==> config.mk <==
export PLATFORM = sky130hd
export DESIGN_NAME = ecct_timer
export DESIGN_NICKNAME = d
export VERILOG_FILES = /design/src/hdl/ecct_pkg.sv /design/src/hdl/ecct_edge_det.sv /design/src/hdl/ecct_capcmp.sv /design/src/hdl/ecct_timer.sv
export SDC_FILE = /design/constraint.sdc
export NUM_CORES = 1
export LEC_CHECK = 0
export BUFFER_PORTS_ARGS = -buffer_cell sky130_fd_sc_hd__buf_2
export CORE_ASPECT_RATIO = 0.8
export CORE_MARGIN = 3
export CORE_UTILIZATION = 52
export CTS_CLUSTER_SIZE = 8
export DETAILED_ROUTE_END_ITERATION = 12
export GPL_TIMING_DRIVEN = 1
export PLACE_DENSITY = 0.84
export SETUP_SLACK_MARGIN = 0.02
export SLEW_MARGIN = 20
export SYNTH_ARGS = -nofsm -noshare
export SYNTH_HDL_FRONTEND = slang
export SYNTH_HIERARCHICAL = 1
export SYNTH_SLANG_ARGS = --single-unit
export TNS_END_PERCENT = 10
==> constraint.sdc <==
create_clock -name ref_clk_i -period 3.8 [get_ports ref_clk_i]
set_input_delay 0.38 -clock ref_clk_i [delete_from_list [all_inputs] [get_ports ref_clk_i]]
set_output_delay 0.38 -clock ref_clk_i [all_outputs]
set_load 0.01 [all_outputs]
==> src/hdl/ecct_pkg.sv <==
// Package of constants and types for the edge-clear capture/compare timer
package ecct_pkg;
   localparam int CNT_W = 16;
   localparam int DIV_W = 3;
   localparam logic [CNT_W-1:0] CNT_ZERO = 16'h0000;
   localparam logic [CNT_W-1:0] CNT_ONE = 16'h0001;
   // Register byte offsets
   localparam logic [4:0] OFS_MODE = 5'h00;
   localparam logic [4:0] OFS_CAPCTL = 5'h04;
   localparam logic [4:0] OFS_OUTCTL = 5'h08;
   localparam logic [4:0] OFS_PRESC = 5'h0c;
   localparam logic [4:0] OFS_COUNT = 5'h10;
   localparam logic [4:0] OFS_FIRST = 5'h14;
   localparam logic [4:0] OFS_SECOND = 5'h18;
   // Field positions
   localparam int MODE_TOC_BIT = 1;
   localparam int MODE_OP_LSB = 2;
   localparam int CAP_FIRST_BIT = 0;
   localparam int CAP_REV_BIT = 1;
   localparam int CAP_SECOND_BIT = 2;
   localparam int OUT_EN_BIT = 0;
   localparam int OUT_INV1_BIT = 1;
   localparam int OUT_INV2_BIT = 2;
   localparam int PRE_PRI_LSB = 0;
   localparam int PRE_SEC_LSB = 2;
   localparam int PRE_CLK_LSB = 4;
   // Reset values
   localparam logic [3:0] MODE_RST = 4'h0;
   localparam logic [2:0] CAPCTL_RST = 3'h0;
   localparam logic [2:0] OUTCTL_RST = 3'h0;
   localparam logic [5:0] PRESC_RST = 6'h00;
   // Operating modes
   localparam logic [1:0] OP_STOP = 2'h0;
   localparam logic [1:0] OP_FREE = 2'h1;
   localparam logic [1:0] OP_CLR_EDGE = 2'h2;
   // Edge selections
   localparam logic [1:0] EDGE_FALL = 2'h0;
   localparam logic [1:0] EDGE_RISE = 2'h1;
   localparam logic [1:0] EDGE_BOTH = 2'h3;
   // Qualified edge pulses of one trigger input
   typedef struct packed {
      logic rise;
      logic fall;
   } ecct_edge_t;
endpackage

==> src/hdl/ecct_edge_det.sv <==
// Trigger input synchroniser and two-sample edge qualifier
`timescale 1ns/100ps
module ecct_edge_det
   import ecct_pkg::*;
(
   // Clock and reset
   input wire logic ref_clk_i,
   input wire logic rst_i,
   // Pin and qualified edges
   input wire logic pin_i,
   output ecct_edge_t edge_o
);
   typedef struct packed {
      logic s1;
      logic s2;
      logic s3;
      logic lvl;
      ecct_edge_t ev;
   } ecct_det_t;

   ecct_det_t state_ff;
   ecct_det_t nxt_state;

   // Level accepted only when two samples agree, rejecting short noise
   always_comb begin
      nxt_state = state_ff;
      nxt_state.s1 = pin_i;
      nxt_state.s2 = state_ff.s1;
      nxt_state.s3 = state_ff.s2;
      nxt_state.ev = '0;
      if (state_ff.s2 == state_ff.s3) begin
         nxt_state.lvl = state_ff.s3;
         nxt_state.ev.rise = state_ff.s3 & ~state_ff.lvl;
         nxt_state.ev.fall = ~state_ff.s3 & state_ff.lvl;
      end
   end

   // State register
   always_ff @(posedge ref_clk_i) begin
      if (rst_i) begin
         state_ff <= '0;
      end else begin
         state_ff <= nxt_state;
      end
   end

   assign edge_o = state_ff.ev;
endmodule

==> src/hdl/ecct_capcmp.sv <==
// One capture/compare register with write, capture and match
`timescale 1ns/100ps
module ecct_capcmp
   import ecct_pkg::*;
(
   // Clock and reset
   input wire logic ref_clk_i,
   input wire logic rst_i,
   // Software write, already byte-merged
   input wire logic wr_i,
   input wire logic [CNT_W-1:0] wr_data_i,
   // Hardware capture
   input wire logic cap_i,
   input wire logic [CNT_W-1:0] cap_data_i,
   // Compare against the counter's next value
   input wire logic upd_i,
   input wire logic [CNT_W-1:0] nxt_count_i,
   output logic match_o,
   output logic [CNT_W-1:0] value_o
);
   typedef struct packed {
      logic [CNT_W-1:0] value;
   } ecct_cc_t;

   ecct_cc_t state_ff;
   ecct_cc_t nxt_state;

   // Capture wins over a software write in the same cycle
   always_comb begin
      nxt_state = state_ff;
      if (cap_i) begin
         nxt_state.value = cap_data_i;
      end else if (wr_i) begin
         nxt_state.value = wr_data_i;
      end
   end

   // State register
   always_ff @(posedge ref_clk_i) begin
      if (rst_i) begin
         state_ff <= '0;
      end else begin
         state_ff <= nxt_state;
      end
   end

   assign match_o = upd_i & (nxt_count_i == state_ff.value);
   assign value_o = state_ff.value;
endmodule

==> src/hdl/ecct_timer.sv <==
// Edge-clear capture/compare timer with Avalon-MM register slave
`timescale 1ns/100ps
module ecct_timer
   import ecct_pkg::*;
(
   // Clock and reset
   input wire logic ref_clk_i,
   input wire logic rst_i,
   // Avalon-MM slave
   input wire logic [4:0] avs_address_i,
   input wire logic avs_read_i,
   input wire logic avs_write_i,
   input wire logic [31:0] avs_writedata_i,
   input wire logic [3:0] avs_byteenable_i,
   output logic [31:0] avs_readdata_o,
   output logic avs_waitrequest_o,
   // Trigger pins
   input wire logic trig_in_primary_i,
   input wire logic trig_in_secondary_i,
   // Toggle pin and interrupts
   output logic toggle_out_o,
   output logic irq_first_o,
   output logic irq_second_o
);
   typedef struct packed {
      logic [3:0] mode;
      logic [2:0] capctl;
      logic [2:0] outctl;
      logic [5:0] presc;
      logic [CNT_W-1:0] count;
      logic [DIV_W-1:0] div;
      logic tog;
      logic hit1;
      logic hit2;
      logic irq_first;
      logic irq_second;
      logic ack;
      logic [31:0] rdata;
   } ecct_state_t;

   ecct_state_t state_ff;
   ecct_state_t nxt_state;

   ecct_edge_t pri_edge;
   ecct_edge_t sec_edge;
   logic [CNT_W-1:0] first_val;
   logic [CNT_W-1:0] second_val;
   logic match1;
   logic match2;
   logic [CNT_W-1:0] nxt_count;
   logic upd;
   logic run;
   logic tick;
   logic clr_cause;
   logic pri_valid;
   logic pri_rev;
   logic sec_valid;
   logic cap1;
   logic cap2;
   logic first_cap;
   logic second_cap;
   logic rev_sel;
   logic inv;
   logic [1:0] op_mode;
   logic bus_req;
   logic wr_first;
   logic wr_second;
   logic [31:0] rd_mux;

   // Edge hit for a two-bit edge selection
   function automatic logic edge_hit(input ecct_edge_t e, input logic [1:0] sel);
      logic hit;
      hit = 1'b0;
      case (sel)
         EDGE_FALL: hit = e.fall;
         EDGE_RISE: hit = e.rise;
         EDGE_BOTH: hit = e.rise | e.fall;
         default: hit = 1'b0;
      endcase
      return hit;
   endfunction

   // Opposite phase of a selection; both edges stay both edges
   function automatic logic [1:0] edge_flip(input logic [1:0] sel);
      logic [1:0] r;
      r = sel;
      if (sel == EDGE_RISE) begin
         r = EDGE_FALL;
      end else if (sel == EDGE_FALL) begin
         r = EDGE_RISE;
      end
      return r;
   endfunction

   // Byte-lane merge of a 16-bit register
   function automatic logic [CNT_W-1:0] be_merge(input logic [CNT_W-1:0] old,
         input logic [31:0] wd, input logic [3:0] be);
      logic [CNT_W-1:0] r;
      r = old;
      if (be[0]) begin
         r[7:0] = wd[7:0];
      end
      if (be[1]) begin
         r[15:8] = wd[15:8];
      end
      return r;
   endfunction

   // Trigger input qualifiers
   ecct_edge_det u_pri_det (
      .ref_clk_i(ref_clk_i),
      .rst_i(rst_i),
      .pin_i(trig_in_primary_i),
      .edge_o(pri_edge)
   );

   ecct_edge_det u_sec_det (
      .ref_clk_i(ref_clk_i),
      .rst_i(rst_i),
      .pin_i(trig_in_secondary_i),
      .edge_o(sec_edge)
   );

   // Capture/compare registers
   ecct_capcmp u_capcmp_first (
      .ref_clk_i(ref_clk_i),
      .rst_i(rst_i),
      .wr_i(wr_first),
      .wr_data_i(be_merge(first_val, avs_writedata_i, avs_byteenable_i)),
      .cap_i(cap1),
      .cap_data_i(state_ff.count),
      .upd_i(upd),
      .nxt_count_i(nxt_count),
      .match_o(match1),
      .value_o(first_val)
   );

   ecct_capcmp u_capcmp_second (
      .ref_clk_i(ref_clk_i),
      .rst_i(rst_i),
      .wr_i(wr_second),
      .wr_data_i(be_merge(second_val, avs_writedata_i, avs_byteenable_i)),
      .cap_i(cap2),
      .cap_data_i(state_ff.count),
      .upd_i(upd),
      .nxt_count_i(nxt_count),
      .match_o(match2),
      .value_o(second_val)
   );

   // Control decode
   assign op_mode = state_ff.mode[MODE_OP_LSB +: 2];
   assign run = (op_mode != OP_STOP);
   assign first_cap = state_ff.capctl[CAP_FIRST_BIT];
   assign second_cap = state_ff.capctl[CAP_SECOND_BIT];
   assign rev_sel = state_ff.capctl[CAP_REV_BIT] & first_cap;

   // Count clock: one tick per 2^sel reference clocks
   assign tick = run
      & ((state_ff.div & DIV_W'((1 << state_ff.presc[PRE_CLK_LSB +: 2]) - 1)) == '0);

   // Qualified trigger events, ignored while stopped
   assign pri_valid = run & edge_hit(pri_edge, state_ff.presc[PRE_PRI_LSB +: 2]);
   assign pri_rev = run & edge_hit(pri_edge, edge_flip(state_ff.presc[PRE_PRI_LSB +: 2]));
   assign sec_valid = run & edge_hit(sec_edge, state_ff.presc[PRE_SEC_LSB +: 2]);

   // Primary edge clears only in clear-and-start mode
   assign clr_cause = (op_mode == OP_CLR_EDGE) & pri_valid;

   // Next count: stop initialises, clear beats a tick, plain wrap otherwise
   always_comb begin
      nxt_count = state_ff.count;
      if (!run) begin
         nxt_count = CNT_ZERO;
      end else if (clr_cause) begin
         nxt_count = CNT_ZERO;
      end else if (tick) begin
         nxt_count = state_ff.count + CNT_ONE;
      end
   end
   assign upd = run & (clr_cause | tick);

   // Captures: second on primary edge, first on secondary or opposite phase
   assign cap2 = second_cap & pri_valid;
   assign cap1 = first_cap & (rev_sel ? pri_rev : sec_valid);

   // Toggle causes; compare hits act one cycle after the count reaches the value
   assign inv = state_ff.hit1
      | state_ff.hit2
      | (state_ff.mode[MODE_TOC_BIT] & clr_cause);

   // Bus access strobes; one wait cycle, writes land on the edge where waitrequest is low
   assign bus_req = avs_read_i | avs_write_i;
   assign avs_waitrequest_o = bus_req & ~state_ff.ack;
   assign wr_first = avs_write_i & state_ff.ack & (avs_address_i[4:2] == OFS_FIRST[4:2]);
   assign wr_second = avs_write_i & state_ff.ack & (avs_address_i[4:2] == OFS_SECOND[4:2]);

   // Read mux; reading the counter has no side effect
   always_comb begin
      rd_mux = '0;
      case (avs_address_i[4:2])
         OFS_MODE[4:2]: rd_mux[3:0] = state_ff.mode;
         OFS_CAPCTL[4:2]: rd_mux[2:0] = state_ff.capctl;
         OFS_OUTCTL[4:2]: rd_mux[2:0] = state_ff.outctl;
         OFS_PRESC[4:2]: rd_mux[5:0] = state_ff.presc;
         OFS_COUNT[4:2]: rd_mux[CNT_W-1:0] = state_ff.count;
         OFS_FIRST[4:2]: rd_mux[CNT_W-1:0] = first_val;
         OFS_SECOND[4:2]: rd_mux[CNT_W-1:0] = second_val;
         default: rd_mux = '0;
      endcase
   end

   // Next state of the whole block
   always_comb begin
      nxt_state = state_ff;
      nxt_state.count = nxt_count;
      nxt_state.div = run ? state_ff.div + DIV_W'(1) : '0;
      // Interrupts are single-clock pulses of the effective event
      nxt_state.irq_first = run & (first_cap ? sec_valid : match1);
      nxt_state.irq_second = run & (second_cap ? pri_valid : match2);
      // Compare hits wait one cycle so the pulse spans the whole compare count when the count clock is undivided
      nxt_state.hit1 = match1 & state_ff.outctl[OUT_INV1_BIT] & ~first_cap;
      nxt_state.hit2 = match2 & state_ff.outctl[OUT_INV2_BIT] & ~second_cap;
      // Stopped output returns to its low initial level
      if (!run) begin
         nxt_state.tog = 1'b0;
      end else begin
         nxt_state.tog = state_ff.tog ^ inv;
      end
      // Bus handshake and register writes
      nxt_state.ack = bus_req & ~state_ff.ack;
      if (avs_read_i & ~state_ff.ack) begin
         nxt_state.rdata = rd_mux;
      end
      if (avs_write_i & state_ff.ack & avs_byteenable_i[0]) begin
         case (avs_address_i[4:2])
            OFS_MODE[4:2]: nxt_state.mode = avs_writedata_i[3:0];
            OFS_CAPCTL[4:2]: nxt_state.capctl = avs_writedata_i[2:0];
            OFS_OUTCTL[4:2]: nxt_state.outctl = avs_writedata_i[2:0];
            OFS_PRESC[4:2]: nxt_state.presc = avs_writedata_i[5:0];
            default: nxt_state.mode = state_ff.mode;
         endcase
      end
   end

   // State register
   always_ff @(posedge ref_clk_i) begin
      if (rst_i) begin
         state_ff <= '0;
         state_ff.mode <= MODE_RST;
         state_ff.capctl <= CAPCTL_RST;
         state_ff.outctl <= OUTCTL_RST;
         state_ff.presc <= PRESC_RST;
      end else begin
         state_ff <= nxt_state;
      end
   end

   // Outputs; pin gated by its enable
   assign toggle_out_o = state_ff.outctl[OUT_EN_BIT] & state_ff.tog;
   assign irq_first_o = state_ff.irq_first;
   assign irq_second_o = state_ff.irq_second;
   assign avs_readdata_o = state_ff.rdata;

   // Primary edge in clear mode zeroes the count next cycle
   clear_zero_a: assert property (@(posedge ref_clk_i) disable iff (rst_i)
      clr_cause |=> (state_ff.count == CNT_ZERO))
      else $error("count not cleared after primary edge");

   // Second capture holds the pre-clear count
   cap_second_a: assert property (@(posedge ref_clk_i) disable iff (rst_i)
      (cap2 & ~wr_second) |=> (second_val == $past(state_ff.count)) && irq_second_o)
      else $error("second capture value or interrupt wrong");

   // Compare interrupt ties to the count equal to the first value
   match_first_a: assert property (@(posedge ref_clk_i) disable iff (rst_i)
      (irq_first_o && !$past(first_cap)) |-> (state_ff.count == $past(first_val)))
      else $error("first compare interrupt without match");

   // Clear with toggle-on-clear flips the output state
   clear_toggle_a: assert property (@(posedge ref_clk_i) disable iff (rst_i)
      (clr_cause && state_ff.mode[MODE_TOC_BIT] && !(match1 && state_ff.outctl[OUT_INV1_BIT]
         && !first_cap) && !(match2 && state_ff.outctl[OUT_INV2_BIT] && !second_cap))
      |=> (state_ff.tog != $past(state_ff.tog)))
      else $error("toggle missing on clear");

   // Reverse-phase capture gives no first interrupt
   rev_noirq_a: assert property (@(posedge ref_clk_i) disable iff (rst_i)
      (rev_sel && pri_rev && !sec_valid) |=> !irq_first_o)
      else $error("interrupt raised on reverse-phase capture");

   // Secondary edge in reverse mode interrupts without capturing
   sec_nocap_a: assert property (@(posedge ref_clk_i) disable iff (rst_i)
      (rev_sel && sec_valid && !pri_rev && !wr_first) |=> irq_first_o && $stable(first_val))
      else $error("secondary edge handled wrongly in reverse mode");

   // Secondary edge captures into first when not reverse
   cap_first_a: assert property (@(posedge ref_clk_i) disable iff (rst_i)
      (first_cap && !rev_sel && sec_valid) |=> (first_val == $past(state_ff.count)) && irq_first_o)
      else $error("first capture on secondary edge failed");

   // No cause means the output state holds
   tog_hold_a: assert property (@(posedge ref_clk_i) disable iff (rst_i)
      (run && !inv) |=> $stable(state_ff.tog))
      else $error("output toggled without cause");

   // Wrap from all ones to zero without a clear
   wrap_a: assert property (@(posedge ref_clk_i) disable iff (rst_i)
      (tick && !clr_cause && (state_ff.count == '1)) |=> (state_ff.count == CNT_ZERO))
      else $error("counter did not wrap");

   // Stop mode keeps the counter at zero
   stop_init_a: assert property (@(posedge ref_clk_i) disable iff (rst_i)
      !run |=> (state_ff.count == CNT_ZERO) && !irq_first_o && !irq_second_o)
      else $error("stopped counter not initialised");

   // Second interrupt in capture mode never outlives its primary edge by more than one cycle
   irq_pulse_a: assert property (@(posedge ref_clk_i) disable iff (rst_i)
      (irq_second_o && second_cap && !$past(pri_valid, 1)) |-> 1'b0)
      else $error("second interrupt without primary edge");

   // Counter read returns the count seen in the first cycle of the request, while waitrequest is high
   read_count_a: assert property (@(posedge ref_clk_i) disable iff (rst_i)
      (avs_read_i && !state_ff.ack && avs_address_i[4:2] == OFS_COUNT[4:2])
      |=> avs_readdata_o[CNT_W-1:0] == $past(state_ff.count))
      else $error("count read returned wrong value");

   // A pending compare hit flips the output on the next edge
   hit_toggle_a: assert property (@(posedge ref_clk_i) disable iff (rst_i)
      (run && (state_ff.hit1 || state_ff.hit2)) |=> (state_ff.tog != $past(state_ff.tog)))
      else $error("output not toggled after compare hit");

   // Clear with a zero compare value raises the first interrupt
   zero_irq_a: assert property (@(posedge ref_clk_i) disable iff (rst_i)
      (clr_cause && !first_cap && (first_val == CNT_ZERO)) |=> irq_first_o)
      else $error("first interrupt missing after clear to zero");

   // A qualified primary edge lasts one cycle, so each edge acts once
   edge_once_a: assert property (@(posedge ref_clk_i) disable iff (rst_i)
      (pri_edge.rise || pri_edge.fall) |=> !(pri_edge.rise || pri_edge.fall))
      else $error("primary edge event held longer than one cycle");

   // Mode write lands on the edge where waitrequest is low
   mode_write_a: assert property (@(posedge ref_clk_i) disable iff (rst_i)
      (avs_write_i && !avs_waitrequest_o && avs_byteenable_i[0]
         && (avs_address_i[4:2] == OFS_MODE[4:2]))
      |=> (state_ff.mode == $past(avs_writedata_i[3:0])))
      else $error("mode write did not land");
endmodule

**Yosys cells after proc, flatten, opt, wreduce, memory -nomap -nowiden**

Index checks and enable logic that the tools add are counted.

- Word-level logic and storage cells: 141
- Register bits: 101
- Input bits: 47
- Output and inout bits: 36

- Muxes and demuxes: 21
- Reduce and logical (&&, ||, !) cells: 23
- Shifts and indexed selects: 1
- Eq/ne operators: 17
- Bitwise operators: 47
- $add $sub $neg: 3

Operators with widths:

| kind | count |
|---|---|
| $mux W16 | 7 |
| $eq A16 B16 Y1 | 2 |
| $pmux W10 S3 | 1 |
| $and A1 B1 Y1 | 29 |
| $pmux W3 S7 | 1 |
| $add A16 B1 Y16 const B | 1 |
| $mux W8 | 2 |
| $reduce_and A2 Y1 | 8 |
| $reduce_bool A2 Y1 | 7 |
| $not A1 Y1 | 10 |
| $eq A3 B3 Y1 const B | 3 |
| $pmux W1 S3 | 3 |
| $eq A2 B2 Y1 const B | 4 |
| $pmux W2 S4 | 1 |
| $eq A2 B1 Y1 const B | 3 |
| $eq A3 B2 Y1 const B | 2 |
| $logic_not A2 Y1 | 3 |
| $logic_not A3 Y1 | 2 |
| $or A1 B1 Y1 | 6 |
| $reduce_or A2 Y1 | 3 |
| $pmux W1 S5 | 1 |
| $mux W2 | 2 |
| $add A3 B1 Y3 const B | 1 |
| $and A3 B3 Y3 | 1 |
| 6 further kinds | 9 |

**Logic depth before layout (Yosys ltp)**

- Depth in word-level cells: 12
- Gate-level depth with buffers: 12
- Depth with buffers taken out: 11

**Modules after synthesis**

The synthesis kept the hierarchy.

Modules (own cells, without submodules):

| module | cells each | seq. area each (µm²) | area each (µm²) | times used |
|---|---|---|---|---|
| ecct_timer | 501 | 1141.1 | 3669.8 | 1 |
| ecct_capcmp | 109 | 320.3 | 895.9 | 2 |
| ecct_edge_det | 16 | 120.1 | 192.7 | 2 |

**Least setup slack after synthesis**

OpenSTA, ideal clock, no wires.

- Path kind: register -> register
- Start point: register state_ff[41] (netlist bit)
- End point: register state_ff[36] (netlist bit)
- Setup time: 0.091 ns
- Clock period less this slack: 2.729 ns
- Buffers on the path: 0
- Cell stages (with the launch flop): 10
- Data arrival time: 2.638 ns
- Path slack: 1.071 ns
- Required time: 3.709 ns
- Path through: dfxtp_1 > ha_1 > nand3_2 > or3_1 > or4_4 > a21oi_1 > xnor2_1 > nand4_1 > nor4_2 > nor4bb_1

- Word-level cells in the longest chain between the ends: 8

Ends and longest elaborated chain:

| item | line | RTL |
|---|---|---|
| start: declaration | ecct_timer.sv:41 | `ecct_state_t state_ff;` |
| start signal: assignment | ecct_timer.sv:255 | `state_ff <= nxt_state;` |
| $add A16 B1 Y16 | ecct_timer.sv:178 | `nxt_count = state_ff.count + CNT_ONE;` |
| $mux W16 | ecct_timer.sv:177 | `end else if (tick) begin` |
| $mux W16 | ecct_timer.sv:175 | `end else if (clr_cause) begin` |
| $mux W16 | ecct_timer.sv:173 | `if (!run) begin` |
| via nxt_count[14] | ecct_timer.sv:50 | `logic [CNT_W-1:0] nxt_count;` |
| $eq A16 B16 Y1 | ecct_capcmp.sv:47 | `assign match_o = upd_i & (nxt_count_i == state_ff.value);` |
| $and A1 B1 Y1 | ecct_capcmp.sv:47 |  |
| via match1 | ecct_timer.sv:48 | `logic match1;` |
| $and A1 B1 Y1 (2 in a row) | ecct_timer.sv:222 | `nxt_state.hit1 = match1 & state_ff.outctl[OUT_INV1_BIT] & ~first_cap;` |

The timed path passes the listed nets, and every way through them passes these cells.
A chain may end at the register's enable or synchronous reset.

**Final worst setup path**

- Start point: register state_ff[44] (netlist bit)
- End point: register state_ff[36] (netlist bit)

Same word-level chain as after synthesis.

==> reports/metrics.cfg <==
[outcome]
status = finished clean

[sta]
hold_slack_ns = 0.249
tightest_slew_ns = 0.827
finalSetupViolCount = 0
skew_ns = 0.00979
rsz0062_at_grt = false
timing.final.crit_share_pct = 89.1
fin_setup_tns_ns = 0
finalCriticalPeriod_ns = 3.39
slew_headroom_pct = 44.9
slew_violations = 0
hold_violations = 0
max_freq_mhz = 295

[floorplan]
ioPinCount = 83
placementRows = 33
fp.dieH_um = 101
die_area_um2 = 12600
coreArea_um2 = 10600
start_util_pct = 55.1
die_w_um = 125

[worst_setup_path]
slowest_delay_ns = 0.57
crit_path_cell_trace = and4_2 -> o211ai_1 -> or4_1 -> a21oi_1 -> xor2_1 -> nor4_1 -> nand4_1 -> nor4_2 -> nor4bb_1
worst-path-buf-inv = 0
cp_num_cells = 9
end_kind = register
worstPathRequired_ns = 4.05
critPathKind = reg -> reg
crit_arrival_ns = 3.64
slowest_stage = or4_1
r2r_slack_ns = 0.41
reg2reg_depth = 9
crit_path_start_kind = register
crit_family = simple AND/OR/NAND/NOR gates
worstPathMaxFanout = 9

[synth]
ys_warn_count = 6
synth-edff-count = 0
ys_seq_area_share_pct = 34.6
synth_largest_area_cell = dfxtp_1
synth_top_area_share_pct = 34.6
synth.distinct_cells = 58
syn_avg_cell_area_um2 = 7.79
syn-instance-count = 751
postSynth.asyncResetShare_pct = 0
ys.flop_type = dfxtp_1
synthTopCellsByArea = dfxtp_1 35%, mux2i_1 9.6%, nor2_1 8.0%, a21oi_1 6.8%, buf_4 5.5%
ys_ff_latch = 101
synth_area_um2 = 5850

[global_routing]
grt_pass1_vias = 4893
grt_max_degree = 44
grt_pass1_wl_um = 25200
grt.overflow.total = 0
track_usage_pct = 24.8
grt_antenna_before_repair = 0

[min_path]
hold_path_depth = 2
hold_class = in -> reg

[routing]
dr_wl_met2_um = 6980
highest_layer = met4
drt_iter0_drc = 622
wire_per_inst_um = 17.5
antenna_left = 0
dr_wl_met3_um = 1690
firstDrtPassIters = 5
via_per_inst = 5.96
wl_um = 15800
met1_length_um = 6980
via_count = 5398
route.detailed.drc = 0

[clocking]
cts_hold_buf = 0
clockRootBuffer = clkbuf_16
cts_setup_buffers = 0
cts-resized-gates = 0
cts_tree = yes
clkTransAtPathRegs_ns = 0.07
ctsHtreeMaxLevel = 3
cts_buffer_depth = 2
clk_latency_ns = 0.35
clock_sinks = 101
cts_buffers = 9

[placement]
io_buffers = 46
hpwl_um = 11100
gp_congestion = 0.943

[final_layout]
antennaDiodeCount = 0
area_growth_pct = 6.91
drive_above_1_share_pct = 12.2
nets = 810

[power_and_ir_drop]
p_per_area_nw_per_um2 = 333
total_power_mw = 2.08
p_leak_nw = 2.32
irDropWorstVdd_v = 0.000219

[job]
max_cap_violations = 0

[routing by layer]
layer,up-vias,global-route usage [%]
met3,18,6.30
met2,302,38.2
met5,-,0
met1,2520,35.1
li1,2558,-
met4,0,6.23
[worst register-to-register path, cell delays in order, from the launching register on]
cell      delay, ns
dfxtp_1        0.56
and4_2         0.29
o211ai_1       0.24
or4_1          0.57
a21oi_1        0.32
xor2_1         0.12
nor4_1         0.31
nand4_1        0.16
nor4_2         0.41
nor4bb_1       0.30
[worst paths after layout]
| kind | start | to |
|---|---|---|
| worst max-delay path | state_ff[44] | state_ff[36] |
| worst min register to register | u_pri_det/nxt_state[4] | u_pri_det/nxt_state[3] |
| worst min-delay path | trig_in_secondary_i | u_sec_det/nxt_state[4] |
| worst max register to register | state_ff[44] | state_ff[36] |
[cell usage in the layout (no fill, tap or decap), drive strengths merged, types with 4 or more instances in the layout]
cell type,Yosys,layout
clkbuf,26,11
or4,7,7
conb,1,16
a211oi,5,5
nand2,48,48
nand4,11,11
xnor2,29,29
buf,52,62
mux2i,56,56
nand3,7,7
a21o,4,4
xor2,8,8
nor2,124,124
nor3,4,4
o31ai,7,7
o21ai,62,62
inv,38,39
nor2b,9,9
nand2b,7,7
or3,6,6
nor4,5,5
a2111oi,4,4
o211ai,4,4
a21oi,80,80
dfxtp,101,101
[state kept, by name, indices dropped and copies added (netlist names)]
register,count
u_pri_det/nxt_state,2
u_sec_det/edge_o,2
op_mode,2
u_sec_det/state_ff,2
state_ff,35
first_cap,1
irq_first_o,1
u_pri_det/edge_o,2
u_capcmp_second/value_o,16
avs_readdata_o,16
u_sec_det/nxt_state,2
u_pri_det/state_ff,2
u_capcmp_first/value_o,16
second_cap,1
irq_second_o,1
[synthesized netlist by cell type, types with 5 or more instances]
master / instances
a211oi_1: 5
a21oi_1: 80
buf_2: 6
buf_4: 43
clkbuf_1: 26
dfxtp_1: 101
inv_1: 38
mux2i_1: 56
nand2_1: 48
nand2b_1: 7
nand3_1: 6
nand4_1: 10
nor2_1: 124
nor2b_1: 7
o21ai_0: 62
o31ai_1: 7
or3_1: 5
or4_1: 6
xnor2_1: 29
xor2_1: 8
[per-stage QoR]
step | cells | instance area (µm²) | utilization (%) | worst slack [ns]
final | 905 | 6250 | 58.9 | 0.414
after CTS | 905 | 6250 | 58.9 | 0.517
after floorplan | 766 | 5900 | - | 1.07
after global routing | 905 | 6250 | 58.9 | 0.282
after detailed placement | 890 | 5980 | 56.4 | 0.555
after global placement | 890 | 5980 | 56.4 | 0.641
[area by class of cell]
type	instances	area (µm²)
clock buffers	11	243
clock inverters	4	23.8
fillers	919	4360
inverters	38	143
multi-input cells	549	3290
flip-flops and latches	101	2020
well taps	140	175
repair buffers	62	350
[power breakdown]
part           internal, mW  switching, mW  total [mW]
Clock                 0.458          0.403       0.861
Combinational        0.0446         0.0984       0.143
Sequential             1.07        0.00808        1.08
[cell families (layout without fill, tap and decap cells)]
group	count (synthesis)	after routing	synth area share [%]
simple gates	245	245	20.0
compound gates	190	190	18.7
buf+inv	116	115	10.3
flops	101	101	34.6
mux	59	59	10.4
xor+xnor	37	37	5.54
fa+ha+maj	2	2	0.428
other cells	1	16	0.0641
Note: power is estimated with default switching activity, not from simulation.
